[src/design/sbr_pkg.sv]
package sbr_pkg;

  // ==========================================================================
  // Register map
  // ==========================================================================
  localparam int unsigned ADDR_WIDTH = 3;

  localparam logic [2:0] ADDR_TRANSMIT_CONTROL = 3'h0;
  localparam logic [2:0] ADDR_RECEIVE_CONTROL  = 3'h1;
  localparam logic [2:0] ADDR_RATE_CONTROL     = 3'h2;
  localparam logic [2:0] ADDR_DIVISOR_HIGH     = 3'h3;
  localparam logic [2:0] ADDR_DIVISOR_LOW      = 3'h4;

  // ==========================================================================
  // Field positions
  // ==========================================================================
  localparam int unsigned TXC_SYNC_MODE_BIT   = 4;
  localparam int unsigned TXC_HIGH_SPEED_BIT  = 2;
  localparam int unsigned RXC_PORT_ENABLE_BIT = 7;
  localparam int unsigned RTC_IDLE_BIT        = 6;
  localparam int unsigned RTC_WIDE_BIT        = 3;

  // ==========================================================================
  // Writable masks, read-only constants and reset values
  // ==========================================================================
  localparam logic [7:0] TXC_WRITE_MASK = 8'hfd;
  localparam logic [7:0] TXC_FIXED_ONES = 8'h02;
  localparam logic [7:0] RXC_WRITE_MASK = 8'hf8;
  localparam logic [7:0] RTC_WRITE_MASK = 8'h1b;

  localparam logic [7:0] TXC_RESET      = 8'h00;
  localparam logic [7:0] RXC_RESET      = 8'h00;
  localparam logic [7:0] RTC_RESET      = 8'h10;
  localparam logic [7:0] DIVISOR_RESET  = 8'h00;

  // ==========================================================================
  // Prescale counts, less one, per rate formula
  // ==========================================================================
  localparam logic [5:0] SCALE_64_LAST = 6'h3f;
  localparam logic [5:0] SCALE_16_LAST = 6'h0f;
  localparam logic [5:0] SCALE_4_LAST  = 6'h03;

  // Receive pin idles high.
  localparam logic LINE_IDLE_LEVEL = 1'b1;

endpackage : sbr_pkg

[src/design/sbr_rx_sampler.sv]
`timescale 1ns/1ps
`default_nettype none

module sbr_rx_sampler (
  // Clock and reset
  input  wire logic clk_i,
  input  wire logic rst_i,
  // Pin and sample strobe
  input  wire logic pin_i,
  input  wire logic strobe_i,
  // Voted level
  output logic      level_o
);

  logic       sync_a;
  logic       sync_b;
  logic       sync_c;
  logic       clean;
  logic [2:0] samples;
  logic       next_clean;
  logic [2:0] next_samples;
  logic       next_level;

  // ==========================================================================
  // Next state
  // ==========================================================================
  // Only the second and third stages are compared, so a metastable first
  // stage never reaches the vote.
  always_comb begin
    next_clean   = (sync_b == sync_c) ? sync_c : clean;
    next_samples = strobe_i ? {samples[1:0], clean} : samples;
    next_level   = (samples[0] & samples[1]) | (samples[0] & samples[2]) |
                   (samples[1] & samples[2]);
  end

  // ==========================================================================
  // Registers
  // ==========================================================================
  always_ff @(posedge clk_i) begin
    if (rst_i) begin
      sync_a  <= sbr_pkg::LINE_IDLE_LEVEL;
      sync_b  <= sbr_pkg::LINE_IDLE_LEVEL;
      sync_c  <= sbr_pkg::LINE_IDLE_LEVEL;
      clean   <= sbr_pkg::LINE_IDLE_LEVEL;
      samples <= {3{sbr_pkg::LINE_IDLE_LEVEL}};
      level_o <= sbr_pkg::LINE_IDLE_LEVEL;
    end else begin
      sync_a  <= pin_i;
      sync_b  <= sync_a;
      sync_c  <= sync_b;
      clean   <= next_clean;
      samples <= next_samples;
      level_o <= next_level;
    end
  end

endmodule : sbr_rx_sampler

`default_nettype wire

[src/design/sbr_rate_generator.sv]
// Function
// - Divider runs on system clock, halts in sleep.
// - Receive level decided by three-sample majority.
// - Async narrow low-speed divides by 64(n+1).
// - Divisor is high byte over low byte.
// - Divisor write clears the divider timer.
// - Reset selects narrow divisor, high byte ignored.
// - Idle flag one unless receiving a character.
//
// Local design decisions: the plain strobed port and the register offsets.
`timescale 1ns/1ps
`default_nettype none

module sbr_rate_generator #(
  parameter int unsigned DIVISOR_WIDTH = 16
) (
  // Clock and reset
  input  wire logic       REF_CLK_I,
  input  wire logic       RESET_I,
  // Register port
  input  wire logic [2:0] ADDR_I,
  input  wire logic [7:0] WR_DATA_I,
  input  wire logic       WR_STROBE_I,
  input  wire logic       RD_STROBE_I,
  output logic      [7:0] RD_DATA_O,
  // Power management
  input  wire logic       SLEEP_I,
  // Shift logic side
  input  wire logic       RX_BUSY_I,
  output logic            SAMPLE_TICK_O,
  output logic            BIT_TICK_O,
  output logic            RX_LEVEL_O,
  output logic            RECEIVER_IDLE_O,
  output logic            SYNC_MODE_O,
  output logic            PORT_ENABLE_O,
  // Receive pin
  input  wire logic       RX_PIN_I
);

  // ==========================================================================
  // Declarations
  // ==========================================================================
  logic [7:0]               transmit_control;
  logic [7:0]               receive_control;
  logic [7:0]               rate_control;
  logic [7:0]               divisor_high_byte;
  logic [7:0]               divisor_low_byte;
  logic                     receiver_idle_flag;
  logic [DIVISOR_WIDTH-1:0] timer;
  logic [5:0]               phase;

  logic [7:0]               next_transmit_control;
  logic [7:0]               next_receive_control;
  logic [7:0]               next_rate_control;
  logic [7:0]               next_divisor_high_byte;
  logic [7:0]               next_divisor_low_byte;
  logic                     next_receiver_idle_flag;
  logic [7:0]               next_rd_data;
  logic [DIVISOR_WIDTH-1:0] next_timer;
  logic [5:0]               next_phase;
  logic                     next_sample_tick;
  logic                     next_bit_tick;

  logic                     wide_divisor_select;
  logic                     high_speed_select;
  logic                     sync_mode;
  logic [DIVISOR_WIDTH-1:0] divisor;
  logic [5:0]               scale_last;
  logic                     divisor_write;

  assign wide_divisor_select = rate_control[sbr_pkg::RTC_WIDE_BIT];
  assign high_speed_select   = transmit_control[sbr_pkg::TXC_HIGH_SPEED_BIT];
  assign sync_mode           = transmit_control[sbr_pkg::TXC_SYNC_MODE_BIT];

  // ==========================================================================
  // Register file
  // ==========================================================================
  always_comb begin
    next_transmit_control  = transmit_control;
    next_receive_control   = receive_control;
    next_rate_control      = rate_control;
    next_divisor_high_byte = divisor_high_byte;
    next_divisor_low_byte  = divisor_low_byte;
    next_rd_data           = 8'h00;
    divisor_write          = 1'b0;
    if (WR_STROBE_I) begin
      case (ADDR_I)
        sbr_pkg::ADDR_TRANSMIT_CONTROL: begin
          next_transmit_control = WR_DATA_I & sbr_pkg::TXC_WRITE_MASK;
        end
        sbr_pkg::ADDR_RECEIVE_CONTROL: begin
          next_receive_control = WR_DATA_I & sbr_pkg::RXC_WRITE_MASK;
        end
        sbr_pkg::ADDR_RATE_CONTROL: begin
          next_rate_control = WR_DATA_I & sbr_pkg::RTC_WRITE_MASK;
        end
        sbr_pkg::ADDR_DIVISOR_HIGH: begin
          next_divisor_high_byte = WR_DATA_I;
          divisor_write          = 1'b1;
        end
        sbr_pkg::ADDR_DIVISOR_LOW: begin
          next_divisor_low_byte = WR_DATA_I;
          divisor_write         = 1'b1;
        end
        default: begin
        end
      endcase
    end
    if (RD_STROBE_I) begin
      case (ADDR_I)
        sbr_pkg::ADDR_TRANSMIT_CONTROL: begin
          next_rd_data = transmit_control | sbr_pkg::TXC_FIXED_ONES;
        end
        sbr_pkg::ADDR_RECEIVE_CONTROL: begin
          next_rd_data = receive_control;
        end
        sbr_pkg::ADDR_RATE_CONTROL: begin
          next_rd_data = rate_control;
          next_rd_data[sbr_pkg::RTC_IDLE_BIT] = receiver_idle_flag;
        end
        sbr_pkg::ADDR_DIVISOR_HIGH: begin
          next_rd_data = divisor_high_byte;
        end
        sbr_pkg::ADDR_DIVISOR_LOW: begin
          next_rd_data = divisor_low_byte;
        end
        default: begin
          next_rd_data = 8'h00;
        end
      endcase
    end
  end

  // The flag follows the shift logic with one cycle of delay.
  always_comb begin
    next_receiver_idle_flag = ~RX_BUSY_I;
  end

  // ==========================================================================
  // Rate divider
  // ==========================================================================
  always_comb begin
    if (wide_divisor_select) begin
      divisor = {divisor_high_byte, divisor_low_byte};
    end else begin
      divisor = {8'h00, divisor_low_byte};
    end
    if (sync_mode || (high_speed_select && wide_divisor_select)) begin
      scale_last = sbr_pkg::SCALE_4_LAST;
    end else if (high_speed_select || wide_divisor_select) begin
      scale_last = sbr_pkg::SCALE_16_LAST;
    end else begin
      scale_last = sbr_pkg::SCALE_64_LAST;
    end
    next_timer       = timer;
    next_phase       = phase;
    next_sample_tick = 1'b0;
    next_bit_tick    = 1'b0;
    // A new divisor restarts the period at once instead of finishing the
    // old count, which could take up to 65536 cycles at the wide setting.
    if (divisor_write) begin
      next_timer = '0;
      next_phase = 6'h00;
    end else if (SLEEP_I) begin
      next_timer = timer;
    end else if (timer >= divisor) begin
      next_timer       = '0;
      next_sample_tick = 1'b1;
      if (phase >= scale_last) begin
        next_phase    = 6'h00;
        next_bit_tick = 1'b1;
      end else begin
        next_phase = phase + 6'h01;
      end
    end else begin
      next_timer = timer + 1'b1;
    end
  end

  // ==========================================================================
  // Registers
  // ==========================================================================
  always_ff @(posedge REF_CLK_I) begin
    if (RESET_I) begin
      transmit_control   <= sbr_pkg::TXC_RESET;
      receive_control    <= sbr_pkg::RXC_RESET;
      rate_control       <= sbr_pkg::RTC_RESET;
      divisor_high_byte  <= sbr_pkg::DIVISOR_RESET;
      divisor_low_byte   <= sbr_pkg::DIVISOR_RESET;
      receiver_idle_flag <= 1'b1;
      timer              <= '0;
      phase              <= 6'h00;
      RD_DATA_O          <= 8'h00;
      SAMPLE_TICK_O      <= 1'b0;
      BIT_TICK_O         <= 1'b0;
      RECEIVER_IDLE_O    <= 1'b1;
      SYNC_MODE_O        <= 1'b0;
      PORT_ENABLE_O      <= 1'b0;
    end else begin
      transmit_control   <= next_transmit_control;
      receive_control    <= next_receive_control;
      rate_control       <= next_rate_control;
      divisor_high_byte  <= next_divisor_high_byte;
      divisor_low_byte   <= next_divisor_low_byte;
      receiver_idle_flag <= next_receiver_idle_flag;
      timer              <= next_timer;
      phase              <= next_phase;
      RD_DATA_O          <= next_rd_data;
      SAMPLE_TICK_O      <= next_sample_tick;
      BIT_TICK_O         <= next_bit_tick;
      RECEIVER_IDLE_O    <= next_receiver_idle_flag;
      SYNC_MODE_O        <= next_transmit_control[sbr_pkg::TXC_SYNC_MODE_BIT];
      PORT_ENABLE_O      <=
        next_receive_control[sbr_pkg::RXC_PORT_ENABLE_BIT];
    end
  end

  // ==========================================================================
  // Receive pin vote
  // ==========================================================================
  // Samples are taken once per divider period, so the vote spans three
  // periods; a glitch no longer than one period cannot flip the level.
  sbr_rx_sampler u_rx_sampler (
    .clk_i    (REF_CLK_I),
    .rst_i    (RESET_I),
    .pin_i    (RX_PIN_I),
    .strobe_i (SAMPLE_TICK_O),
    .level_o  (RX_LEVEL_O)
  );

endmodule : sbr_rate_generator

`default_nettype wire

[config.mk]
export PLATFORM = sky130hd
export DESIGN_NAME = sbr_rate_generator
export DESIGN_NICKNAME = d
export VERILOG_FILES = /design/src/design/sbr_pkg.sv /design/src/design/sbr_rx_sampler.sv /design/src/design/sbr_rate_generator.sv
export SDC_FILE = /design/constraint.sdc
export NUM_CORES = 1
export LEC_CHECK = 0
export CAP_MARGIN = 20
export CORE_MARGIN = 5
export CORE_UTILIZATION = 57
export CTS_CLUSTER_DIAMETER = 40
export DETAILED_ROUTE_END_ITERATION = 6
export DONT_BUFFER_PORTS = 1
export GPL_TIMING_DRIVEN = 0
export PLACE_DENSITY = 0.75
export SYNTH_ARGS = -nofsm -noshare
export SYNTH_HDL_FRONTEND = slang
export SYNTH_SLANG_ARGS = --single-unit
[constraint.sdc]
create_clock -name REF_CLK_I -period 2.1 [get_ports REF_CLK_I]
set_clock_uncertainty 0.05 [all_clocks]
set_input_delay 0.42 -clock REF_CLK_I [delete_from_list [all_inputs] [get_ports REF_CLK_I]]
set_output_delay 0.42 -clock REF_CLK_I [all_outputs]
set_load 0.05 [all_outputs]
==> results.py, run 1 <==
metrics = {
    "worst_setup_path": {
        "critical_path.cell_chain": "buf_8, nand2_4, ha_4, nand4_1, nor2_2, o2111ai_2, o21a_2, buf_6, o31ai_2, a21oi_1",
        "start_kind": "register",
        "cp.required_ps": 2290,
        "critical_path.max_stage_delay_ps": 380,
        "crit_fanout": 5,
        "crit_path_end_kind": "register",
        "cp-startpoint": "rate_control[3]",
        "r2r_start": "rate_control[3]",
        "crit_path_end": "phase[3]",
        "path_class": "reg -> reg",
        "rr_worst_depth": 10,
        "reg2reg_to": "phase[3]",
        "cp.arrival_ps": 2400,
        "worst_path_max_delay_cell": "dfxtp_4",
        "r2r_slack_ps": -100,
    },
    "global_routing": {
        "grt_overflow": 0,
        "track_usage": 0.2335,
        "antenna_found_initial": 0,
        "grt_pass1_vias": 2867,
        "grt_pass1_wl_um": 13870,
        "grt_max_degree": 14,
    },
    "die": {
        "core_mm2": 0.005921,
        "dieWidth_um": 88.26,
        "fp.dieH_um": 88.26,
        "start_util": 0.5896,
        "fp-row-count": 28,
        "die_area_mm2": 0.007789,
        "io_pins": 32,
    },
    "power_and_ir_drop": {
        "power_density_mw_per_mm2": 717.7,
        "max-vdd-ir-drop_mv": 0.6516,
        "leakage_nw": 1.535,
    },
    "clock_network": {
        "numCtsBuffers": 9,
        "cts.sinks": 73,
        "insertion_delay_ps": 360,
        "htree_levels": 3,
        "hold_buffers": 0,
        "cts_root_buf": "clkbuf_8",
        "clkTransAtPathRegs_ps": 80,
        "cts_tree": "built",
        "clockBufferDepth": 2,
    },
    "synthesis": {
        "synth_cells": 418,
        "synth-edff-count": 0,
        "synth.area.top_cells": "dfxtp_1 42%, ha_1 7.9%, nand2_1 7.2%",
        "yosys.area.top_type": "dfxtp_1",
        "async_flop_share": 0,
        "syn_area_per_cell_um2": 8.351,
        "ys_warn_count": 0,
        "syn-cell-area_mm2": 0.003491,
        "ys_seq_area_frac": 0.4186,
        "synth_seq_cells": 73,
        "postSynthNetCount": 458,
        "ys_types": 47,
        "netlist.area_leader.share": 0.4186,
        "synth_flop_cell": "dfxtp_1",
    },
    "timing": {
        "hold_viol": 0,
        "fmax_mhz": 454.0,
        "drv_slew": 0,
        "fin_setup_tns_ps": -1623,
        "rsz0062_at_grt": "yes",
        "layout_min_cycle_time_ps": 2203,
        "hold_slack_ps": 83.26,
        "fin_crit_sh": 1.049,
        "setup_viol": 21,
        "slew_headroom": 0.4754,
        "setup_slack_ps": -102.8,
        "worst_pin_slew_ps": 781.7,
    },
    "drt": {
        "vias": 3028,
        "via_per_inst": 5.868,
        "first_pass_iters": 5,
        "final_antenna_net_count": 0,
        "routed_wl_um": 8736,
        "wire_per_inst_um": 16.93,
        "drcViolationCount": 0,
        "drtIter0Drc": 236,
    },
    "hold_path": {
        "hold_depth": 1,
        "hp-class": "in -> reg",
    },
    "finish": {
        "postLayoutCellArea_mm2": 0.004164,
        "layoutNonFillerInstCount": 516,
        "area_growth_pct": 19.28,
        "fin_nets": 476,
        "n_antenna_cell": 0,
        "drive_above_1_share": 0.1655,
    },
    "status": {
        "violations": "setup timing",
        "outcome": "finished, violations left",
    },
    "place": {
        "pre_cts_ws_ps": -486.7,
        "gp_congestion": 0.8842,
        "dp_cells": 493,
        "dp_hpwl_um": 6000,
        "numPortBuffers": 0,
        "dpl_cell_area_mm2": 0.003592,
    },
    "job": {
        "cap_violations": 0,
    },
}
## final cells by class
| cell class | count | area (µm²) |
|---|---|---|
| Buffer | 17 | 97.59 |
| Clock buffer | 11 | 152.6 |
| Clock inverter | 5 | 85.08 |
| Fill cell | 454 | 1757 |
| Inverter | 11 | 41.29 |
| Multi-Input combinational cell | 317 | 2155 |
| Sequential cell | 73 | 1473 |
| Tap cell | 75 | 93.84 |
| Timing Repair Buffer | 7 | 66.31 |
## Yosys cell counts (4+ instances only)
master    count
dfxtp_1      73
nand2_1      67
nor2_1       55
a21oi_1      41
ha_1         22
nand3_1      14
clkbuf_1     13
inv_1        11
mux2i_1      11
xor2_1       10
nor2b_1       9
nand4_1       8
nor3_1        7
a22oi_1       6
a211o_1       4
a31oi_1       4
mux2_2        4
o21ai_0       4
o21ai_1       4
o31ai_1       4
or2_2         4
xnor2_1       4
## logic make-up after synthesis
family / count (synthesis) / share of synthesized area
flops: 73 / 0.4186
simple gates: 178 / 0.2269
buf+inv: 28 / 0.03477
fa+ha+maj: 22 / 0.07885
compound gates: 87 / 0.1570
mux: 16 / 0.04874
xor+xnor: 14 / 0.03512
## flip-flops by register name, indices dropped and copies added, names as in the netlist
name,flops
u_rx_sampler.sync_a,1
SAMPLE_TICK_O,1
divisor_high_byte,8
rate_control,4
divisor_low_byte,8
u_rx_sampler.samples,3
receive_control,5
u_rx_sampler.sync_c,1
u_rx_sampler.level_o,1
RD_DATA_O,8
timer,16
receiver_idle_flag,1
u_rx_sampler.sync_b,1
phase,6
BIT_TICK_O,1
u_rx_sampler.clean,1
transmit_control,7
## layer usage
layer / part of all wire / global-route usage / up-vias
met5: 0 / 0 / -
met4: 0.014 / 0.07830 / 0
met3: 0.080 / 0.06425 / 13
met2: 0.48 / 0.3705 / 103
met1: 0.42 / 0.3086 / 1430
li1: - / - / 1482
## power by group
| part | switching, W | total (W) | internal (W) |
|---|---|---|---|
| registers | 0.0000453 | 0.00146 | 0.00141 |
| logic | 0.000138 | 0.000233 | 0.0000951 |
| clock network | 0.000551 | 0.00130 | 0.000748 |
| total | 0.000734 | 0.00299 | 0.00225 |
## through the flow
step	power [W]	util
6_report	0.002988	0.7033
5_1_grt	0.003098	0.7033
4_1_cts	0.002992	0.6849
3_5_place_dp	0.001677	0.6067
3_3_place_gp	0.001671	0.6067
2_1_floorplan	0.001628	-
## worst min path at each step
stage                                   start  slack, ps                  end
after global placement    u_rx_sampler.sync_a        350  u_rx_sampler.sync_b
after global routing                RX_BUSY_I         70   receiver_idle_flag
after detailed placement  u_rx_sampler.sync_a        350  u_rx_sampler.sync_b
after floorplan           u_rx_sampler.sync_a        340  u_rx_sampler.sync_b
after CTS                           RX_BUSY_I         80   receiver_idle_flag
final                               RX_BUSY_I         80   receiver_idle_flag
## critical path, delay by kind of cell (launching register included)
family	cells	cell delay (ps)
simple gates	3	420
flops	1	380
buf+inv	2	300
fa+ha+maj	1	270
compound gates	4	680
## placed cells by master (no fill, tap or decap), types with 9 or more instances in the layout
master,instances
nand2_1,60
nor2_1,53
clkbuf_8,10
xor2_1,10
nor2b_1,9
inv_1,11
dfxtp_1,70
a21oi_1,36
mux2i_1,11
ha_1,16
clkbuf_1,13
nand3_1,14
## repair_timing
item | 4_1_cts | 5_1_grt
buffers inserted | 5 | 1
resized for setup | 33 | 20
gates cloned | 1 | 0
pin swaps | 23 | 10
endpoints found under the setup margin | 24 | 24
Power figures use the tool's default switching activity.
==> run 2: changes to the inputs <==
- CELL_PAD_IN_SITES_DETAIL_PLACEMENT: not set -> 1
- CELL_PAD_IN_SITES_GLOBAL_PLACEMENT: not set -> 1
- CORE_UTILIZATION: 57 -> 43
- PLACE_DENSITY: 0.75 -> not set
- PLACE_DENSITY_LB_ADDON: not set -> 0.1
==> results.py, run 2 (synthesized netlist as in run 1, its figures left out) <==
metrics = {
    "status": {
        "outcome": "finished, violations left",
        "violations": "setup timing",
    },
    "power_and_ir_drop": {
        "p_switching_w": 0.0007553,
        "combPwrFrac": 0.079,
        "power.internal_w": 0.002335,
        "switching_share": 0.2444,
        "leakage_nw": 1.554,
        "seq_power_share": 0.471,
        "power_density_mw_per_mm2": 735.6,
        "max-vdd-ir-drop_mv": 0.2595,
        "p_total_w": 0.003091,
        "pwr-share-clk": 0.450,
    },
    "worst_setup_path": {
        "crit_path_end_kind": "register",
        "path_class": "reg -> reg",
        "start_kind": "register",
        "cp.arrival_ps": 2470,
        "crit_fanout": 8,
        "cp.required_ps": 2330,
    },
    "clock_network": {
        "cts_root_buf": "clkbuf_8",
        "numCtsBuffers": 9,
        "htree_levels": 3,
        "insertion_delay_ps": 350,
        "clkTransAtPathRegs_ps": 80,
        "clockBufferDepth": 2,
        "cts.sinks": 73,
        "hold_buffers": 0,
        "cts_tree": "built",
    },
    "finish": {
        "drive_above_1_share": 0.1697,
        "area_growth_pct": 20.36,
        "layout_commonest_cell": "dfxtp_1",
        "fin_nets": 477,
        "n_antenna_cell": 0,
        "largest_reg_flops": 16,
        "layoutNonFillerInstCount": 544,
        "final_cell_mix": "70 x dfxtp_1, 61 x nand2_1, 50 x nor2_1",
        "largest_register": "timer",
    },
    "timing": {
        "hold_viol": 0,
        "setup_viol": 22,
        "fin_crit_sh": 1.064,
        "slew_headroom": 0.5210,
        "setup_slack_ps": -134.0,
        "layout_min_cycle_time_ps": 2234,
        "drv_slew": 0,
        "worst_pin_slew_ps": 718.5,
        "fmax_mhz": 447.6,
        "rsz0062_at_grt": "yes",
    },
    "global_routing": {
        "antenna_found_initial": 0,
        "grt_max_degree": 14,
        "grt_pass1_vias": 3135,
        "track_usage": 0.2068,
        "grt_pass1_wl_um": 16210,
        "grt_overflow": 0,
    },
    "place": {
        "numPortBuffers": 0,
        "gp_congestion": 0.8650,
        "dp_hpwl_um": 7192,
        "dp_cells": 520,
    },
    "drt": {
        "routed_wl_um": 9990,
        "via_per_inst": 5.608,
        "first_pass_iters": 6,
        "wire_per_inst_um": 18.36,
        "drcViolationCount": 0,
        "final_antenna_net_count": 0,
        "vias": 3051,
        "drtIter0Drc": 71,
    },
    "die": {
        "start_util": 0.4471,
        "die_area_mm2": 0.01002,
        "dieWidth_um": 100.1,
        "core_mm2": 0.007807,
        "fp-row-count": 32,
        "io_pins": 32,
        "fp.dieH_um": 100.1,
    },
    "job": {
        "cap_violations": 0,
    },
    "hold_path": {
        "hp-class": "in -> reg",
    },
}
[run 2: layout make-up]
cell class | count | area, µm²
clock inverter | 6 | 112.6
fill | 938 | 3606
tap | 102 | 127.6
clock buffer | 10 | 137.6
sequential | 73 | 1470
timing repair buffer | 8 | 67.56
buffer | 17 | 107.6
multi-input combinational | 317 | 2137
inverter | 11 | 41.29
[run 2: power by group through the flow]
stage / clock (W) / combinational, W / sequential, W
global placement: 0 / 0.000193 / 0.00149
finish: 0.00139 / 0.000243 / 0.00146
global route: 0.00148 / 0.000265 / 0.00146
CTS: 0.00142 / 0.000233 / 0.00146
floorplan: 0 / 0.000149 / 0.00148
detailed placement: 0 / 0.000198 / 0.00149
[run 2: metrics by stage]
stage | cell area, µm² | utilization | hold slack (ps) | setup slack [ps] | TNS, ps
floorplan | 3498 | - | 339.5 | 20.34 | 0
global placement | 3626 | 0.4644 | 340.5 | -524.4 | -10100
detailed placement | 3626 | 0.4644 | 355.8 | -607.2 | -11370
CTS | 4145 | 0.5309 | 74.23 | -107.8 | -1961
global route | 4202 | 0.5381 | 89.68 | -234.5 | -4992
finish | 4202 | 0.5381 | 81.16 | -134.0 | -1892
[run 2: critical path: stages (launching register included)]
cell	delay [ps]
dfxtp_4	380
clkbuf_16	170
buf_4	110
nand2_1	60
ha_1	280
nand2_2	90
nor3_2	70
nor4_4	370
o21a_4	220
buf_6	150
o31ai_4	60
a21oi_2	160
[run 2: what timing repair did]
item | CTS | global route
setup endpoints to repair | 24 | 24
gates resized for setup | 42 | 9
cloned | 0 | 1
setup buffers | 7 | 1
pin swaps | 20 | 12
[run 2: path summary, 6_finish.rpt]
check,cells after the start,to,start,slack [ps]
max,11,phase[5],rate_control[3],-130
min,1,receiver_idle_flag,RX_BUSY_I,80
max reg2reg,11,phase[5],rate_control[3],-130
min reg2reg,1,u_rx_sampler.sync_b,u_rx_sampler.sync_a,370
[run 2: per-layer routing]
layer | share of wire | wire length (µm) | up-vias | global-route usage
met5 | 0 | 0 | - | 0
met4 | 0.013 | 125 | 0 | 0.06321
met3 | 0.049 | 489 | 12 | 0.03336
met2 | 0.48 | 4820 | 58 | 0.3386
met1 | 0.46 | 4555 | 1494 | 0.2802
li1 | - | - | 1487 | -
==> run 3: changes to the inputs <==
- CELL_PAD_IN_SITES_DETAIL_PLACEMENT: 1 -> not set
- CELL_PAD_IN_SITES_GLOBAL_PLACEMENT: 1 -> not set
- CORE_MARGIN: 5 -> not set
- CORE_UTILIZATION: 43 -> 57
- PLACE_DENSITY: not set -> 0.75
- PLACE_DENSITY_LB_ADDON: 0.1 -> not set
- TNS_END_PERCENT: not set -> 10
==> results.py, run 3 (synthesized netlist as in run 1, its figures left out) <==
metrics = {
    "status": {
        "outcome": "finished, violations left",
        "violations": "setup timing",
    },
    "worst_setup_path": {
        "r2r_start": "rate_control[3]",
        "r2r_slack_ps": -140,
        "start_kind": "register",
        "cp.arrival_ps": 2480,
        "path_class": "reg -> reg",
        "crit_fanout": 8,
        "worst_path_max_delay_cell": "dfxtp_4",
        "crit_path_end_kind": "register",
        "critical_path.cell_chain": "clkbuf_16, buf_6, a21o_1, ha_1, a21oi_2, o22ai_2, or2_4, or3_1, o21ai_1",
        "critical_path.max_stage_delay_ps": 360,
        "crit_family": "simple AND/OR/NAND/NOR gates",
        "cp_num_cells": 9,
        "cp.required_ps": 2340,
        "worst-path-buf-inv": 2,
        "rr_worst_depth": 9,
        "reg2reg_to": "phase[0]",
    },
    "finish": {
        "n_antenna_cell": 0,
        "layout_commonest_cell": "dfxtp_1",
        "fin_nets": 474,
        "area_growth_pct": 16.20,
        "largest_register": "timer",
        "final_cell_mix": "70 x dfxtp_1, 63 x nand2_1, 53 x nor2_1",
        "largest_reg_flops": 16,
        "drive_above_1_share": 0.1503,
    },
    "hold_path": {
        "worstHoldEndpoint": "receiver_idle_flag",
        "hold_depth": 1,
        "hp-class": "in -> reg",
        "hold_start": "RX_BUSY_I",
    },
    "clock_network": {
        "cts_tree": "built",
        "insertion_delay_ps": 360,
        "htree_levels": 3,
        "clockBufferDepth": 2,
        "cts.sinks": 73,
        "clkTransAtPathRegs_ps": 80,
        "numCtsBuffers": 9,
        "cts_root_buf": "clkbuf_8",
    },
    "timing": {
        "setup_slack_ps": -138.9,
        "worst_pin_slew_ps": 680.2,
        "fmax_mhz": 446.7,
        "fin_crit_sh": 1.066,
        "hold_viol": 0,
        "rsz0062_at_grt": "yes",
        "layout_min_cycle_time_ps": 2239,
        "slew_headroom": 0.5435,
        "drv_slew": 0,
        "setup_viol": 22,
    },
    "die": {
        "die_area_mm2": 0.006441,
        "fp.dieH_um": 80.26,
        "core_mm2": 0.005921,
        "dieWidth_um": 80.26,
        "start_util": 0.5896,
        "io_pins": 32,
        "fp-row-count": 28,
    },
    "drt": {
        "via_per_inst": 6.070,
        "vias": 3120,
        "wire_per_inst_um": 16.64,
        "routed_wl_um": 8551,
        "drtIter0Drc": 149,
        "final_antenna_net_count": 0,
        "drcViolationCount": 0,
        "first_pass_iters": 5,
    },
    "power_and_ir_drop": {
        "leakage_nw": 1.495,
        "power_density_mw_per_mm2": 684.3,
        "max-vdd-ir-drop_mv": 0.5615,
        "p_total_w": 0.002776,
    },
    "global_routing": {
        "antenna_found_initial": 0,
        "grt_overflow": 0,
        "grt_max_degree": 14,
        "grt_pass1_wl_um": 13800,
        "grt_pass1_vias": 2883,
        "track_usage": 0.2872,
    },
    "place": {
        "numPortBuffers": 0,
        "pre_cts_ws_ps": -596.2,
        "dp_hpwl_um": 5941,
        "gp_congestion": 0.8504,
    },
    "job": {
        "cap_violations": 0,
    },
}
==> run 3: per-layer routing <==
layer	track usage	vias up	share of wire
li1	-	1481	-
met1	0.3608	1491	0.43
met2	0.4675	122	0.47
met3	0.05909	26	0.068
met4	0.1375	0	0.029
met5	0	-	0
==> run 3: what timing repair did <==
item	in CTS	in global routing
pin swaps	27	6
setup endpoints to repair	24	24
gates resized for setup	38	7
cloned	0	0
buffers inserted	5	0
endpoints found under the hold margin	0	0
hold buffers	0	0
==> run 3: power by group <==
group | internal, W | switching [W] | total (W) | leakage, nW
logic | 0.0000901 | 0.000132 | 0.000222 | 0.804
clock network | 0.000554 | 0.000543 | 0.00110 | 0.0972
registers | 0.00141 | 0.0000451 | 0.00146 | 0.593
total | 0.00206 | 0.000720 | 0.00278 | 1.49
==> run 3: area by class of cell <==
class,count,area [µm²]
Fill cell,460,1864
Timing Repair Buffer,5,45.04
Clock buffer,10,127.6
Tap cell,75,93.84
Buffer,17,107.6
Multi-Input combinational cell,317,2105
Inverter,11,41.29
Sequential cell,73,1470
Clock inverter,6,66.31
==> run 3: worst max-delay path by stage <==
stage | from | endpoint | slack [ps]
after floorplan | rate_control[3] | timer[10] | -10
after global placement | rate_control[3] | timer[15] | -410
after detailed placement | rate_control[3] | timer[8] | -600
after CTS | rate_control[3] | phase[0] | -70
after global routing | rate_control[3] | phase[0] | -210
final | rate_control[3] | phase[0] | -140
==> run 3: through the flow <==
step	setup TNS (ps)	util	instance area (µm²)	hold slack [ps]	instances
2_1_floorplan	-143.6	-	3496	339.5	418
3_3_place_gp	-7083	0.6063	3590	347.3	493
4_1_cts	-854.4	0.6798	4025	77.20	514
5_1_grt	-2962	0.6851	4056	90.97	514
6_report	-1387	0.6851	4056	89.08	514
3_5_place_dp	-10410	0.6063	3590	352.1	493
